==> config.mk <==
export PLATFORM = sky130hd
export DESIGN_NAME = pwm_timer_skip_and_adc_trigger
export DESIGN_NICKNAME = d
export VERILOG_FILES = /design/src/inc/skip_adc_pkg.sv /design/src/design/skip_counter.sv /design/src/design/pwm_timer_skip_and_adc_trigger.sv
export SDC_FILE = /design/constraint.sdc
export NUM_CORES = 1
export LEC_CHECK = 0
export ABC_AREA = 1
export ABC_CLOCK_PERIOD_IN_PS = 1500
export BUFFER_PORTS_ARGS = -buffer_cell sky130_fd_sc_hd__buf_2
export CAP_MARGIN = 20
export CORE_ASPECT_RATIO = 0.8
export CORE_MARGIN = 2
export CORE_UTILIZATION = 35
export CTS_CLUSTER_SIZE = 16
export DETAILED_ROUTE_END_ITERATION = 8
export PLACE_DENSITY = 0.67
export SYNTH_ARGS = -nofsm -noshare
export SYNTH_HDL_FRONTEND = slang
export SYNTH_HIERARCHICAL = 1
export SYNTH_SLANG_ARGS = --single-unit
export TNS_END_PERCENT = 50
==> constraint.sdc <==
create_clock -name clk -period 1.5 [get_ports clk]
set_input_delay 0.075 -clock clk [delete_from_list [all_inputs] [get_ports clk]]
set_output_delay 0.075 -clock clk [all_outputs]
set_load 0.005 [all_outputs]
==> src/inc/skip_adc_pkg.sv <==
`default_nettype none
package skip_adc_pkg;
    // register byte offsets on the APB port
    localparam logic [7:0] OFS_PIN_OE = 8'h00;
    localparam logic [7:0] OFS_SKIP_SET = 8'h04;
    localparam logic [7:0] OFS_BUF_XFER = 8'h08;
    localparam logic [7:0] OFS_SKIP_CNT = 8'h0C;
    localparam logic [7:0] OFS_REQ_CYC_BUF = 8'h10;
    localparam logic [7:0] OFS_REQ_CYC = 8'h14;
    localparam logic [7:0] OFS_REQ_CTRL = 8'h18;
    // reset values
    localparam logic [7:0] RST_PIN_OE = 8'hFF;
    localparam logic [7:0] RST_SKIP_SET = 8'hA0;
    localparam logic [7:0] RST_BUF_XFER = 8'h02;
    localparam logic [15:0] RST_REQ_CYC = 16'h0000;
    localparam logic [15:0] RST_REQ_CTRL = 16'h8088;
    // skip setting fields
    localparam int SKIP_CMP3A_EN_BIT = 7;
    localparam int SKIP_CMP3A_CNT_LSB = 4;
    localparam int SKIP_OVF4_EN_BIT = 3;
    localparam int SKIP_OVF4_CNT_LSB = 0;
    // skip counter register fields
    localparam int CNT_CMP3A_LSB = 4;
    localparam int CNT_OVF4_LSB = 0;
    // buffer transfer select
    localparam logic [1:0] BUF_XFER_LINKED = 2'h2;
    // request control fields, then the pin enable width
    localparam int CTRL_TIMING_LSB = 14;
    localparam logic [1:0] TIMING_AT_TROUGH = 2'h2;
    localparam int CTRL_A_UP = 7;
    localparam int CTRL_A_DOWN = 6;
    localparam int CTRL_B_UP = 5;
    localparam int CTRL_B_DOWN = 4;
    localparam int CTRL_A_CMP3A = 3;
    localparam int CTRL_A_OVF4 = 2;
    localparam int CTRL_B_CMP3A = 1;
    localparam int CTRL_B_OVF4 = 0;
    localparam int PIN_OE_BITS = 6;

    typedef struct packed {
        logic cmp3a;
        logic ovf4;
        logic trough;
        logic countUp;
        logic [15:0] ch4Counter;
    } timer_evt_t;

    typedef struct packed {
        logic [2:0] count;
        logic pass;
    } skip_cnt_t;
endpackage : skip_adc_pkg
`default_nettype wire

==> src/design/skip_counter.sv <==
`timescale 1ns/1ps
`default_nettype none
// one interrupt skip counter: counts events, lets one through after the skip count
module skip_counter
    import skip_adc_pkg::*;
(
    // clock and reset
    input wire logic clk,
    input wire logic arst_n,
    // control
    input wire logic enable,
    input wire logic event_i,
    input wire logic [2:0] skipCount,
    // state
    output logic [2:0] count,
    output logic passPulse
);
    skip_cnt_t st_q;
    skip_cnt_t st_d;

    always_comb begin
        st_d = st_q;
        st_d.pass = 1'b0;
        if (enable && event_i) begin
            if (st_q.count >= skipCount) begin
                st_d.count = 3'h0;
                st_d.pass = 1'b1;
            end else begin
                st_d.count = st_q.count + 3'h1;
            end
        end
    end

    always_ff @(posedge clk or negedge arst_n) begin
        if (!arst_n) begin
            st_q <= '0;
        end else begin
            st_q <= st_d;
        end
    end

    assign count = st_q.count;
    assign passPulse = st_q.pass;
endmodule : skip_counter
`default_nettype wire

==> src/design/pwm_timer_skip_and_adc_trigger.sv <==
`timescale 1ns/1ps
`default_nettype none
module pwm_timer_skip_and_adc_trigger
    import skip_adc_pkg::*;
(
    // clock and reset
    input wire logic clk,
    input wire logic arst_n,
    // apb slave
    input wire logic psel,
    input wire logic penable,
    input wire logic pwrite,
    input wire logic [7:0] paddr,
    input wire logic [31:0] pwdata,
    output logic [31:0] prdata,
    output logic pready,
    output logic pslverr,
    // timer core events
    input wire timer_evt_t timerEvt,
    // pwm pin drive from the waveform logic
    input wire logic [5:0] pwmLevel,
    // pwm pins: ch3_b, ch4_a, ch4_b, ch3_d, ch4_c, ch4_d
    output logic [5:0] pwmPinOut,
    output logic [5:0] pwmPinOe,
    // gated interrupt requests
    output logic cmp3aInterrupt,
    output logic ovf4Interrupt,
    // duty buffer transfer strobe toward the temporary registers
    output logic dutyXferStrobe,
    // delayed converter start requests
    output logic delayedAdcReqA,
    output logic delayedAdcReqB
);
    typedef struct packed {
        logic [7:0] pinOe;
        logic [7:0] skipSet;
        logic [7:0] bufXfer;
        logic [15:0] reqCycBuf;
        logic [15:0] reqCyc;
        logic [15:0] reqCtrl;
        logic [31:0] rdata;
        logic ready;
        logic err;
        logic [5:0] pinOut;
        logic [5:0] pinEn;
        logic irqA;
        logic irqV;
        logic xfer;
        logic reqA;
        logic reqB;
        logic [15:0] lastCnt;
        logic cmp3aDone;
        logic ovf4Done;
    } state_t;

    state_t st_q;
    state_t st_d;

    logic [2:0] cmp3aCnt;
    logic [2:0] ovf4Cnt;
    logic cmp3aPass;
    logic ovf4Pass;
    logic cmp3aSkipOn;
    logic ovf4SkipOn;
    logic setupPhase;
    logic accessPhase;
    logic match;
    logic gateA;
    logic gateB;
    logic cmp3aIrqNow;
    logic ovf4IrqNow;

    assign cmp3aSkipOn = st_q.skipSet[SKIP_CMP3A_EN_BIT];
    assign ovf4SkipOn = st_q.skipSet[SKIP_OVF4_EN_BIT];

    skip_counter u_cmp3a_skip (
        .clk(clk),
        .arst_n(arst_n),
        .enable(cmp3aSkipOn),
        .event_i(timerEvt.cmp3a),
        .skipCount(st_q.skipSet[SKIP_CMP3A_CNT_LSB +: 3]),
        .count(cmp3aCnt),
        .passPulse(cmp3aPass)
    );

    skip_counter u_ovf4_skip (
        .clk(clk),
        .arst_n(arst_n),
        .enable(ovf4SkipOn),
        .event_i(timerEvt.ovf4),
        .skipCount(st_q.skipSet[SKIP_OVF4_CNT_LSB +: 3]),
        .count(ovf4Cnt),
        .passPulse(ovf4Pass)
    );

    assign setupPhase = psel && !penable;
    assign accessPhase = psel && penable;
    // a match counts only when the counter steps onto the set value, not while parked
    assign match = timerEvt.ch4Counter == st_q.reqCyc && st_q.lastCnt != st_q.reqCyc;

    // interrupts pass directly when skipping is off, else on the counter release
    assign cmp3aIrqNow = cmp3aSkipOn ? cmp3aPass : timerEvt.cmp3a;
    assign ovf4IrqNow = ovf4SkipOn ? ovf4Pass : timerEvt.ovf4;

    always_comb begin
        gateA = timerEvt.countUp ? st_q.reqCtrl[CTRL_A_UP]
                                 : st_q.reqCtrl[CTRL_A_DOWN];
        gateB = timerEvt.countUp ? st_q.reqCtrl[CTRL_B_UP]
                                 : st_q.reqCtrl[CTRL_B_DOWN];
        // linkage: the request waits for the latest skip release of the linked source
        if (st_q.reqCtrl[CTRL_A_CMP3A] && !st_q.cmp3aDone) begin
            gateA = 1'b0;
        end
        if (st_q.reqCtrl[CTRL_A_OVF4] && !st_q.ovf4Done) begin
            gateA = 1'b0;
        end
        if (st_q.reqCtrl[CTRL_B_CMP3A] && !st_q.cmp3aDone) begin
            gateB = 1'b0;
        end
        if (st_q.reqCtrl[CTRL_B_OVF4] && !st_q.ovf4Done) begin
            gateB = 1'b0;
        end
    end

    always_comb begin
        st_d = st_q;
        st_d.ready = 1'b0;
        st_d.err = 1'b0;
        st_d.lastCnt = timerEvt.ch4Counter;

        // apb: decode in setup, answer one cycle later in the access phase
        if (setupPhase) begin
            st_d.ready = 1'b1;
            st_d.rdata = 32'h0000_0000;
            unique case (paddr)
                OFS_PIN_OE: st_d.rdata = {24'h00_0000, st_q.pinOe};
                OFS_SKIP_SET: st_d.rdata = {24'h00_0000, st_q.skipSet};
                OFS_BUF_XFER: st_d.rdata = {24'h00_0000, st_q.bufXfer};
                OFS_SKIP_CNT: st_d.rdata = {24'h00_0000, 1'b0, cmp3aCnt, 1'b0, ovf4Cnt};
                OFS_REQ_CYC_BUF: st_d.rdata = {16'h0000, st_q.reqCycBuf};
                OFS_REQ_CYC: st_d.rdata = {16'h0000, st_q.reqCyc};
                OFS_REQ_CTRL: st_d.rdata = {16'h0000, st_q.reqCtrl};
                default: st_d.err = 1'b1;
            endcase
            if (pwrite) begin
                st_d.rdata = 32'h0000_0000;
            end
        end
        if (accessPhase && st_q.ready && pwrite) begin
            unique case (paddr)
                OFS_PIN_OE: st_d.pinOe = pwdata[7:0];
                OFS_SKIP_SET: st_d.skipSet = pwdata[7:0];
                OFS_BUF_XFER: st_d.bufXfer = {6'h00, pwdata[1:0]};
                OFS_REQ_CYC_BUF: st_d.reqCycBuf = pwdata[15:0];
                OFS_REQ_CYC: st_d.reqCyc = pwdata[15:0];
                OFS_REQ_CTRL: st_d.reqCtrl = {pwdata[15:14], 6'h00, pwdata[7:0]};
                default: ;
            endcase
        end

        // buffered timing: copy at each trough when the select says so
        if (timerEvt.trough
                && st_q.reqCtrl[CTRL_TIMING_LSB +: 2] == TIMING_AT_TROUGH) begin
            st_d.reqCyc = st_q.reqCycBuf;
        end

        // pin drive: the level always follows, the enable decides who owns the pin
        st_d.pinOut = pwmLevel;
        st_d.pinEn = st_q.pinOe[PIN_OE_BITS-1:0];

        st_d.irqA = cmp3aIrqNow;
        st_d.irqV = ovf4IrqNow;

        // duty transfer: every trough normally, only on released skips when linked
        if (st_q.bufXfer[1:0] == BUF_XFER_LINKED) begin
            st_d.xfer = (cmp3aSkipOn && cmp3aIrqNow) || (ovf4SkipOn && ovf4IrqNow);
        end else begin
            st_d.xfer = timerEvt.trough;
        end

        // release memory: set wins over the clear made by a counter match
        if (match) begin
            st_d.cmp3aDone = 1'b0;
            st_d.ovf4Done = 1'b0;
        end
        if (cmp3aSkipOn && cmp3aPass) begin
            st_d.cmp3aDone = 1'b1;
        end
        if (ovf4SkipOn && ovf4Pass) begin
            st_d.ovf4Done = 1'b1;
        end

        st_d.reqA = match && gateA;
        st_d.reqB = match && gateB;
    end

    always_ff @(posedge clk or negedge arst_n) begin
        if (!arst_n) begin
            st_q <= '0;
            st_q.pinOe <= RST_PIN_OE;
            st_q.pinEn <= RST_PIN_OE[PIN_OE_BITS-1:0];
            st_q.skipSet <= RST_SKIP_SET;
            st_q.bufXfer <= RST_BUF_XFER;
            st_q.reqCycBuf <= RST_REQ_CYC;
            st_q.reqCyc <= RST_REQ_CYC;
            st_q.reqCtrl <= RST_REQ_CTRL;
        end else begin
            st_q <= st_d;
        end
    end

    assign prdata = st_q.rdata;
    assign pready = st_q.ready;
    assign pslverr = st_q.err;
    assign pwmPinOut = st_q.pinOut;
    assign pwmPinOe = st_q.pinEn;
    assign cmp3aInterrupt = st_q.irqA;
    assign ovf4Interrupt = st_q.irqV;
    assign dutyXferStrobe = st_q.xfer;
    assign delayedAdcReqA = st_q.reqA;
    assign delayedAdcReqB = st_q.reqB;
endmodule : pwm_timer_skip_and_adc_trigger
`default_nettype wire

==> impl_summary.md, run 1 <==
Run status
The run finished with clean final reports.

Clocking
TritonCTS built the clock tree. The buffer cell driving the clock tree root is sky130_fd_sc_hd__clkbuf_16. The number of CTS-inserted buffers is 17.

The clock-pin slew of the registers on the worst-case setup and hold paths is 0.05 ns. The clock drives 121 sinks. The number of buffers on the longest clock path is 2. The H-tree was split into 4 levels. The later pin in the worst-skew pair is clocked with a latency of 0.42 ns.

Setup path
The data required time at the worst endpoint is 1.83 ns. STA classifies the critical path endpoint as a flip-flop. At the worst endpoint, the arrival time is 1.72 ns. The largest fanout on the critical path is 4. STA classifies the critical path startpoint as a flip-flop. The critical path in this run is classified as flip-flop to flip-flop.

GRT
The largest net degree at the start of global routing is 39. The final global-route overflow total is 0. The number of global-route vias before repair was 4,909. The global-route usage over all layers is 0.171. The wire length of the first global-routing pass is 25,000 microns.

The initial antenna violation count was 0.

Placement
Summed over all nets, the half-perimeter wirelength after detailed placement is 11,400 microns. The final weighted congestion of routability-driven global placement is 0.874. The count of input and output buffers is 89.

The worst slack at placement is 0.0322 ns.

Floorplanning
The initial core utilization is 0.361. The height of the chip is 124 microns. The placeable core region is 17,500 sq um. The number of cell rows is 43.

The width of the die is 154 microns. In this run the count of I/O pins placed on the die edge is 122. The die covers 19,100 sq um.

Cells and area
The total inserted antenna cells is 0. The fraction of final layout cells sized beyond drive strength 1 is 0.239. Registers take 3050 sq um. The multi-input combinational cells in the finished layout cover a total of 2510 sq um. In the final design database the tool counted 986 nets. Fill cells in the final layout number 1,720. The layout overhead on the synthesized area is 25.3%.

Route
For this block, the routed nets add up to 15,300 microns of wire. The average vias per placed instance is 4.50. The detailed router's first-iteration violation count is 322. Before antenna repair, the detailed router went through 4 iterations.

The count of vias placed by the detailed router is 5,152. Once detail routing completed, the nets flagged for antenna violations numbered 0. After detailed routing, the number of remaining DRC violations is 0.

The detailed-route wire length per cell is 13.4 microns.

Synthesis
By count the netlist is led by sky130_fd_sc_hd__nand2_1, sky130_fd_sc_hd__dfrtp_1, sky130_fd_sc_hd__inv_1, sky130_fd_sc_hd__nor2_1, sky130_fd_sc_hd__o21ai_0. Yosys mapped a number of flops with a built-in enable equal to 0. The share of synthesized area in the top cell type comes to 0.400. For this run, the register share of the synthesized area comes to 0.483. The synthesized netlist occupies a cell area of 6320 sq um. Counting flops with an async set or reset pin after synthesis yields a share of 1.00. The Yosys step of the flow raised 6 warnings. Synthesis produced 783 cells. After synthesis the netlist holds a flip-flop and latch count of 121. The leading area contributor after synthesis is sky130_fd_sc_hd__dfrtp_1. After synthesis, the cell types taking the most area are sky130_fd_sc_hd__dfrtp_1, sky130_fd_sc_hd__nand2_1, sky130_fd_sc_hd__dfstp_2, sky130_fd_sc_hd__buf_4, sky130_fd_sc_hd__inv_1. The number of unique standard cell types used by synthesis is 36. By instance count, the leading cell after synthesis is sky130_fd_sc_hd__nand2_1. The post-synthesis average cell area is 8.07 sq um. The prevailing post-synth register cell is sky130_fd_sc_hd__dfrtp_1.

STA
Timing would allow up to 717 MHz. Subtracting the final worst setup slack from the clock period gives 1.40 ns. In the finished design, the share of the clock period the worst path needs comes to 0.930. The setup-violating endpoint count in the final report is 0. The number of failing hold endpoints at the final stage is 0. After layout, the worst setup slack is 0.104 ns. Adding up every negative setup slack in the final design gives 0 ns. The final number of max-transition violations is 0. The final-layout worst hold slack is 0.0120 ns. The setup clock skew after layout is 0.00563 ns.

Pwr
The power density over the cells is 1010 nW/um^2. The leakage power total is 4.04 nW. The worst-case IR drop observed on VDD is 0.000769 V.

Run
The count of max-cap constraint violations is 0.

Worst hold path
The path type of the worst min-delay path is input pin to flip-flop.
worst max-delay path: stages, from the launching register on:
cell,delay (ns)
sky130_fd_sc_hd__dfrtp_1,0.42
sky130_fd_sc_hd__inv_2,0.09
sky130_fd_sc_hd__nand2_1,0.05
sky130_fd_sc_hd__nand2_1,0.05
sky130_fd_sc_hd__nand2_1,0.06
sky130_fd_sc_hd__nor2_2,0.14
sky130_fd_sc_hd__nand2_1,0.09
sky130_fd_sc_hd__nor2_2,0.12
sky130_fd_sc_hd__nand2_2,0.10
sky130_fd_sc_hd__nor2_2,0.17
registers in the layout, indices dropped and copies added, names as in the netlist, 3 cells and up:
| name | cells |
|---|---|
| u_ovf4_skip/count | 3 |
| prdata | 16 |
| pwmPinOut | 6 |
| pwmPinOe | 6 |
| st_q | 70 |
| st_d | 6 |
| u_cmp3a_skip/count | 3 |
layout by cell type (no fill, tap or decap), types with 2 or more instances in the layout:
master	netlist	final
sky130_fd_sc_hd__o221ai_1	2	2
sky130_fd_sc_hd__o21ai_1	16	16
sky130_fd_sc_hd__nand2_4	2	2
sky130_fd_sc_hd__nand2_2	17	19
sky130_fd_sc_hd__dfrtp_1	101	101
sky130_fd_sc_hd__bufinv_16	0	2
sky130_fd_sc_hd__inv_1	90	88
sky130_fd_sc_hd__nand3_2	2	2
sky130_fd_sc_hd__buf_4	46	18
sky130_fd_sc_hd__dlygate4sd3_1	0	40
sky130_fd_sc_hd__xnor2_1	11	11
sky130_fd_sc_hd__clkbuf_1	6	3
sky130_fd_sc_hd__o211ai_1	2	2
sky130_fd_sc_hd__nor3_1	18	18
sky130_fd_sc_hd__a21oi_1	34	34
sky130_fd_sc_hd__nor2_4	6	7
sky130_fd_sc_hd__clkbuf_16	0	17
sky130_fd_sc_hd__nand3_1	17	17
sky130_fd_sc_hd__nor2_8	3	3
sky130_fd_sc_hd__buf_2	7	88
sky130_fd_sc_hd__clkbuf_8	0	4
sky130_fd_sc_hd__ha_1	8	8
sky130_fd_sc_hd__clkinv_2	2	7
sky130_fd_sc_hd__buf_12	1	6
sky130_fd_sc_hd__o21ai_0	50	50
sky130_fd_sc_hd__conb_1	1	16
sky130_fd_sc_hd__xor2_1	3	3
sky130_fd_sc_hd__dfstp_2	20	20
sky130_fd_sc_hd__nor2_2	2	6
sky130_fd_sc_hd__nand2_1	244	242
sky130_fd_sc_hd__inv_2	10	12
sky130_fd_sc_hd__nor2_1	53	48
power by group:
group / leakage, nW / internal (mW) / switching [mW] / total, mW
sequential: 1.54 / 3.34 / 0.0540 / 3.40
combinational: 2.21 / 0.254 / 0.329 / 0.584
clock: 0.290 / 2.60 / 1.42 / 4.03
total: 4.04 / 6.20 / 1.81 / 8.01
final timing paths:
| check | from | end | slack [ns] | cells after the start |
|---|---|---|---|---|
| max | st_q[99] | delayedAdcReqB | 0.10 | 9 |
| min | pwdata[5] | st_q[130] | 0.01 | 3 |
| max reg2reg | st_q[99] | delayedAdcReqB | 0.10 | 9 |
| min reg2reg | st_d[23] | pwmPinOe[0] | 0.37 | 0 |
| max in group asynchronous | arst_n | st_d[23] | 0.81 | 3 |
| min in group asynchronous | arst_n | cmp3aInterrupt | 0.09 | 2 |
logic make-up after synthesis:
logic type | count (synthesis) | share of synthesized area
simple gates | 367 | 0.258
buf+inv | 164 | 0.132
flops | 121 | 0.483
compound gates | 107 | 0.0899
xor+xnor | 14 | 0.0194
fa+ha+maj | 8 | 0.0158
other cells | 1 | 0.000594
mux | 1 | 0.00178
final cells by class:
cell class / instances / share of cell area
multi-input combinational: 513 / 0.317
timing repair buffer: 152 / 0.139
tap: 225 / 0.0356
clock inverter: 8 / 0.0117
clock buffer: 24 / 0.0622
inverter: 102 / 0.0487
sequential: 121 / 0.386
repair_timing:
item,4_1_cts,5_1_grt
hold buffers,40,0
setup endpoints to repair,0,22
gates resized for setup,0,9
hold endpoints to repair,153,0
setup buffers,0,1
through the flow:
step	cell area, sq um	total power [mW]	utilization	instances
global route	7910	8.31	0.452	1145
CTS	7880	8.09	0.451	1144
detailed placement	6900	3.96	0.395	1072
finish	7910	8.01	0.452	1145
global placement	6900	3.94	0.395	1072
floorplan	6370	3.72	-	798
metal layers:
metal	vias to the layer above	part of all wire	routed length (microns)	track usage
met5	-	0	0	0
met4	0	0.014	217	0.0596
met3	18	0.047	724	0.0418
met2	121	0.42	6480	0.252
met1	2380	0.52	7890	0.247
li1	2633	-	-	-
(Power assumes the default switching activity.)
==> run 2, diff against run 1 <==
- SETUP_SLACK_MARGIN: default -> 0.5
==> run 2 against run 1 <==
Compared with the run above: final area rose by 9.9%; register-to-register slack worse by 0.04 ns; non-clock buffer count up 22; clock power hardly changed; wire length grew 18%; worst hold slack better by 0.012 ns; worst setup slack worse by 0.044 ns; highest routed layer unchanged.
==> impl_summary.md, run 2 (synthesized netlist as in run 1, its figures left out) <==
Route
The iteration count of the initial detailed-routing pass is 5. The routed layout has 5,643 vias. The detailed-route wire length per cell is 15.4 microns. The detailed router's first-iteration violation count is 512. Wires add up to 18,100 microns.

The average vias per placed instance is 4.80. The antenna violation net count after detailed routing is 0. In the routed design, unresolved DRC markers number 0.

STA
The worst setup slack after layout is 0.0606 ns. Across all hold checks on the routed design, the worst slack comes to 0.0241 ns. The final number of max-transition violations is 0. The number of failing hold endpoints at the final stage is 0.

The setup clock skew after layout is 0.00794 ns. For this run, the top clock speed supported by timing is 695 MHz. Setup repair after global routing could not meet its margin everywhere. After layout, the minimum clock period comes to 1.44 ns. In the finished design, the share of the clock period the worst path needs comes to 0.960. Setup violations remaining at the end of the flow were counted as 0.

Clocking
The TritonCTS clock tree is done. The number of buffers on the longest clock path is 2. The clock reaches the later pin of the worst-skew pair after 0.42 ns. Counting the buffers created by CTS gives 17.

Clock tree synthesis selected as its root buffer the cell sky130_fd_sc_hd__clkbuf_16. Counting every sink on the clock net gives 121. After clock tree synthesis, the clock-pin slew on the worst setup and hold paths is 0.05 ns.

The H-tree depth is 4.

GRT
The number of global-route vias before repair is 5,172. The first global-routing pass estimated 26,700 microns of wire. Entering global routing, the biggest net connects 83 pins. The initial antenna violation count is 0. The final global-route overflow total is 0.

In the global route stage, overall resource usage came out at 0.182.

Pwr
The worst-case IR drop observed on VDD is 0.000699 V. The net switching power figure is 1.86 mW. The portion of total power attributed to sequential cells is 0.420. Power spread over the standard cell area amounts to 929 nW/um^2. The share of total power dissipated in the clock network is 0.501. Of the total power, combinational logic draws 0.078. The switching part of the total power is 0.230. Summed over all cells, the static leakage comes to 4.27 nW. The internal portion of the total power is 6.22 mW.

Cells and area
Once layout is done, the placed cells without fillers occupy 8690 sq um. The library cell used most frequently in the layout, excluding fill and tap cells, is sky130_fd_sc_hd__nand2_1. 0 antenna diodes ended up in the layout. Once layout is complete, the utilization of the core stands at 0.497. The register with the most flip-flops in the layout has 70 of them.

In the final layout, the share of cells above drive strength 1 is 0.344. After filler insertion, the fill cell instance count of the layout stands at 1,614. The most flop-heavy register is st_q.

The top cell types in the final layout, fill and taps aside, are sky130_fd_sc_hd__nand2_1, sky130_fd_sc_hd__dfrtp_1, sky130_fd_sc_hd__buf_2. Relative to the synthesized area, the layout overhead comes to 37.6%. After the last flow step, the layout net total stands at 1,016.

Setup path
In this design, the critical path's most frequently occurring cell is sky130_fd_sc_hd__a21oi_1. The data arrival time of the critical path is 1.74 ns. Traced cell by cell, the critical path runs through nand2_4 > nor2_4 > buf_4 > buf_12 > nor3_1 > a21oi_1 > a21oi_1. The maximum single-stage delay on the critical path is 0.56 ns.

Data on the critical path is required at its endpoint by 1.80 ns. The worst setup path is launched from a flip-flop. The number of buffers and inverters on the critical path is 2. The endpoint type of the worst setup path is a flip-flop. The kind of cell adding the most delay to the critical path is flip-flops. The largest fanout on the critical path is 5. The slowest stage of the critical path belongs to the cell sky130_fd_sc_hd__dfstp_2.

The critical path is of the flip-flop to flip-flop type.

Placement
The cell area after placement is 6880 sq um. At the end of routability-driven placement, the weighted congestion stood at 0.832. The count of input and output buffers is 89.

The worst slack at placement is 0.0961 ns. The wire-length estimate of the detail-placed layout is 11,400 microns.

Floorplanning
122 I/O pins were placed. The initial utilization of the core area, before any placement, comes to 0.361. After floorplanning, the core was divided into 43 placement rows. Measured along the x axis, the die boundary spans 154 microns. The height of the chip is 124 microns. The placeable core region is 17,500 sq um. The die area is 19,100 sq um.

Run status
The run finished with clean final reports.

Run
Across the run, the number of max-cap violations was 0.

Worst hold path
The path type of the worst min-delay path is input pin to flip-flop.
run 2: worst paths after layout:
path,startpoint,slack [ns],cells after the start,end
max,st_q[84],0.06,7,st_q[87]
min,timerEvt[17],0.02,3,dutyXferStrobe
max reg2reg,st_q[84],0.06,7,st_q[87]
min reg2reg,st_d[23],0.38,0,pwmPinOe[0]
max in group asynchronous,arst_n,0.77,3,pwmPinOut[0]
min in group asynchronous,arst_n,0.25,3,u_cmp3a_skip/count[0]
run 2: routing by layer:
metal	global-route usage	part of all wire	vias up
li1	-	-	2701
met1	0.246	0.45	2712
met2	0.285	0.46	194
met3	0.0449	0.065	36
met4	0.0689	0.025	0
met5	0	0	-
run 2: worst register-to-register path: cells and delay by family, from the launching register on:
kind	cells	cell delay (ns)
DFF	1	0.56
buffers and inverters	2	0.28
and+or+nand+nor	3	0.23
AOI/OAI and AO/OA	2	0.24
run 2: power groups by stage:
stage	combinational (mW)	clock [mW]	sequential, mW
after CTS	0.608	4.10	3.39
after floorplan	0.286	0	3.44
after global placement	0.495	0	3.44
after global routing	0.709	4.27	3.40
final	0.633	4.05	3.39
after detailed placement	0.503	0	3.45
run 2: final cells by class:
class / instances / area, sq um / area share
well taps: 225 / 282 / 0.0324
flip-flops and latches: 121 / 3050 / 0.351
inverters: 102 / 398 / 0.0458
clock inverters: 7 / 90.1 / 0.0104
clock buffers: 25 / 495 / 0.0570
multi-input cells: 521 / 3020 / 0.347
repair buffers: 174 / 1360 / 0.156
run 2: repair_timing:
item | in CTS | in global routing
gates resized for setup | 28 | 89
hold endpoints to repair | 142 | 0
hold buffers | 37 | 0
setup buffers | 18 | 12
pin swaps | 11 | 21
endpoints found under the setup margin | 107 | 117
cloned | 3 | 7
run 2: metrics by stage:
stage / setup TNS (ns) / std cells / total power [mW]
after floorplan: 0 / 798 / 3.72
after global placement: 0 / 1066 / 3.94
after detailed placement: 0 / 1066 / 3.95
after CTS: 0 / 1156 / 8.10
after global routing: -0.0229 / 1175 / 8.38
final: 0 / 1175 / 8.08
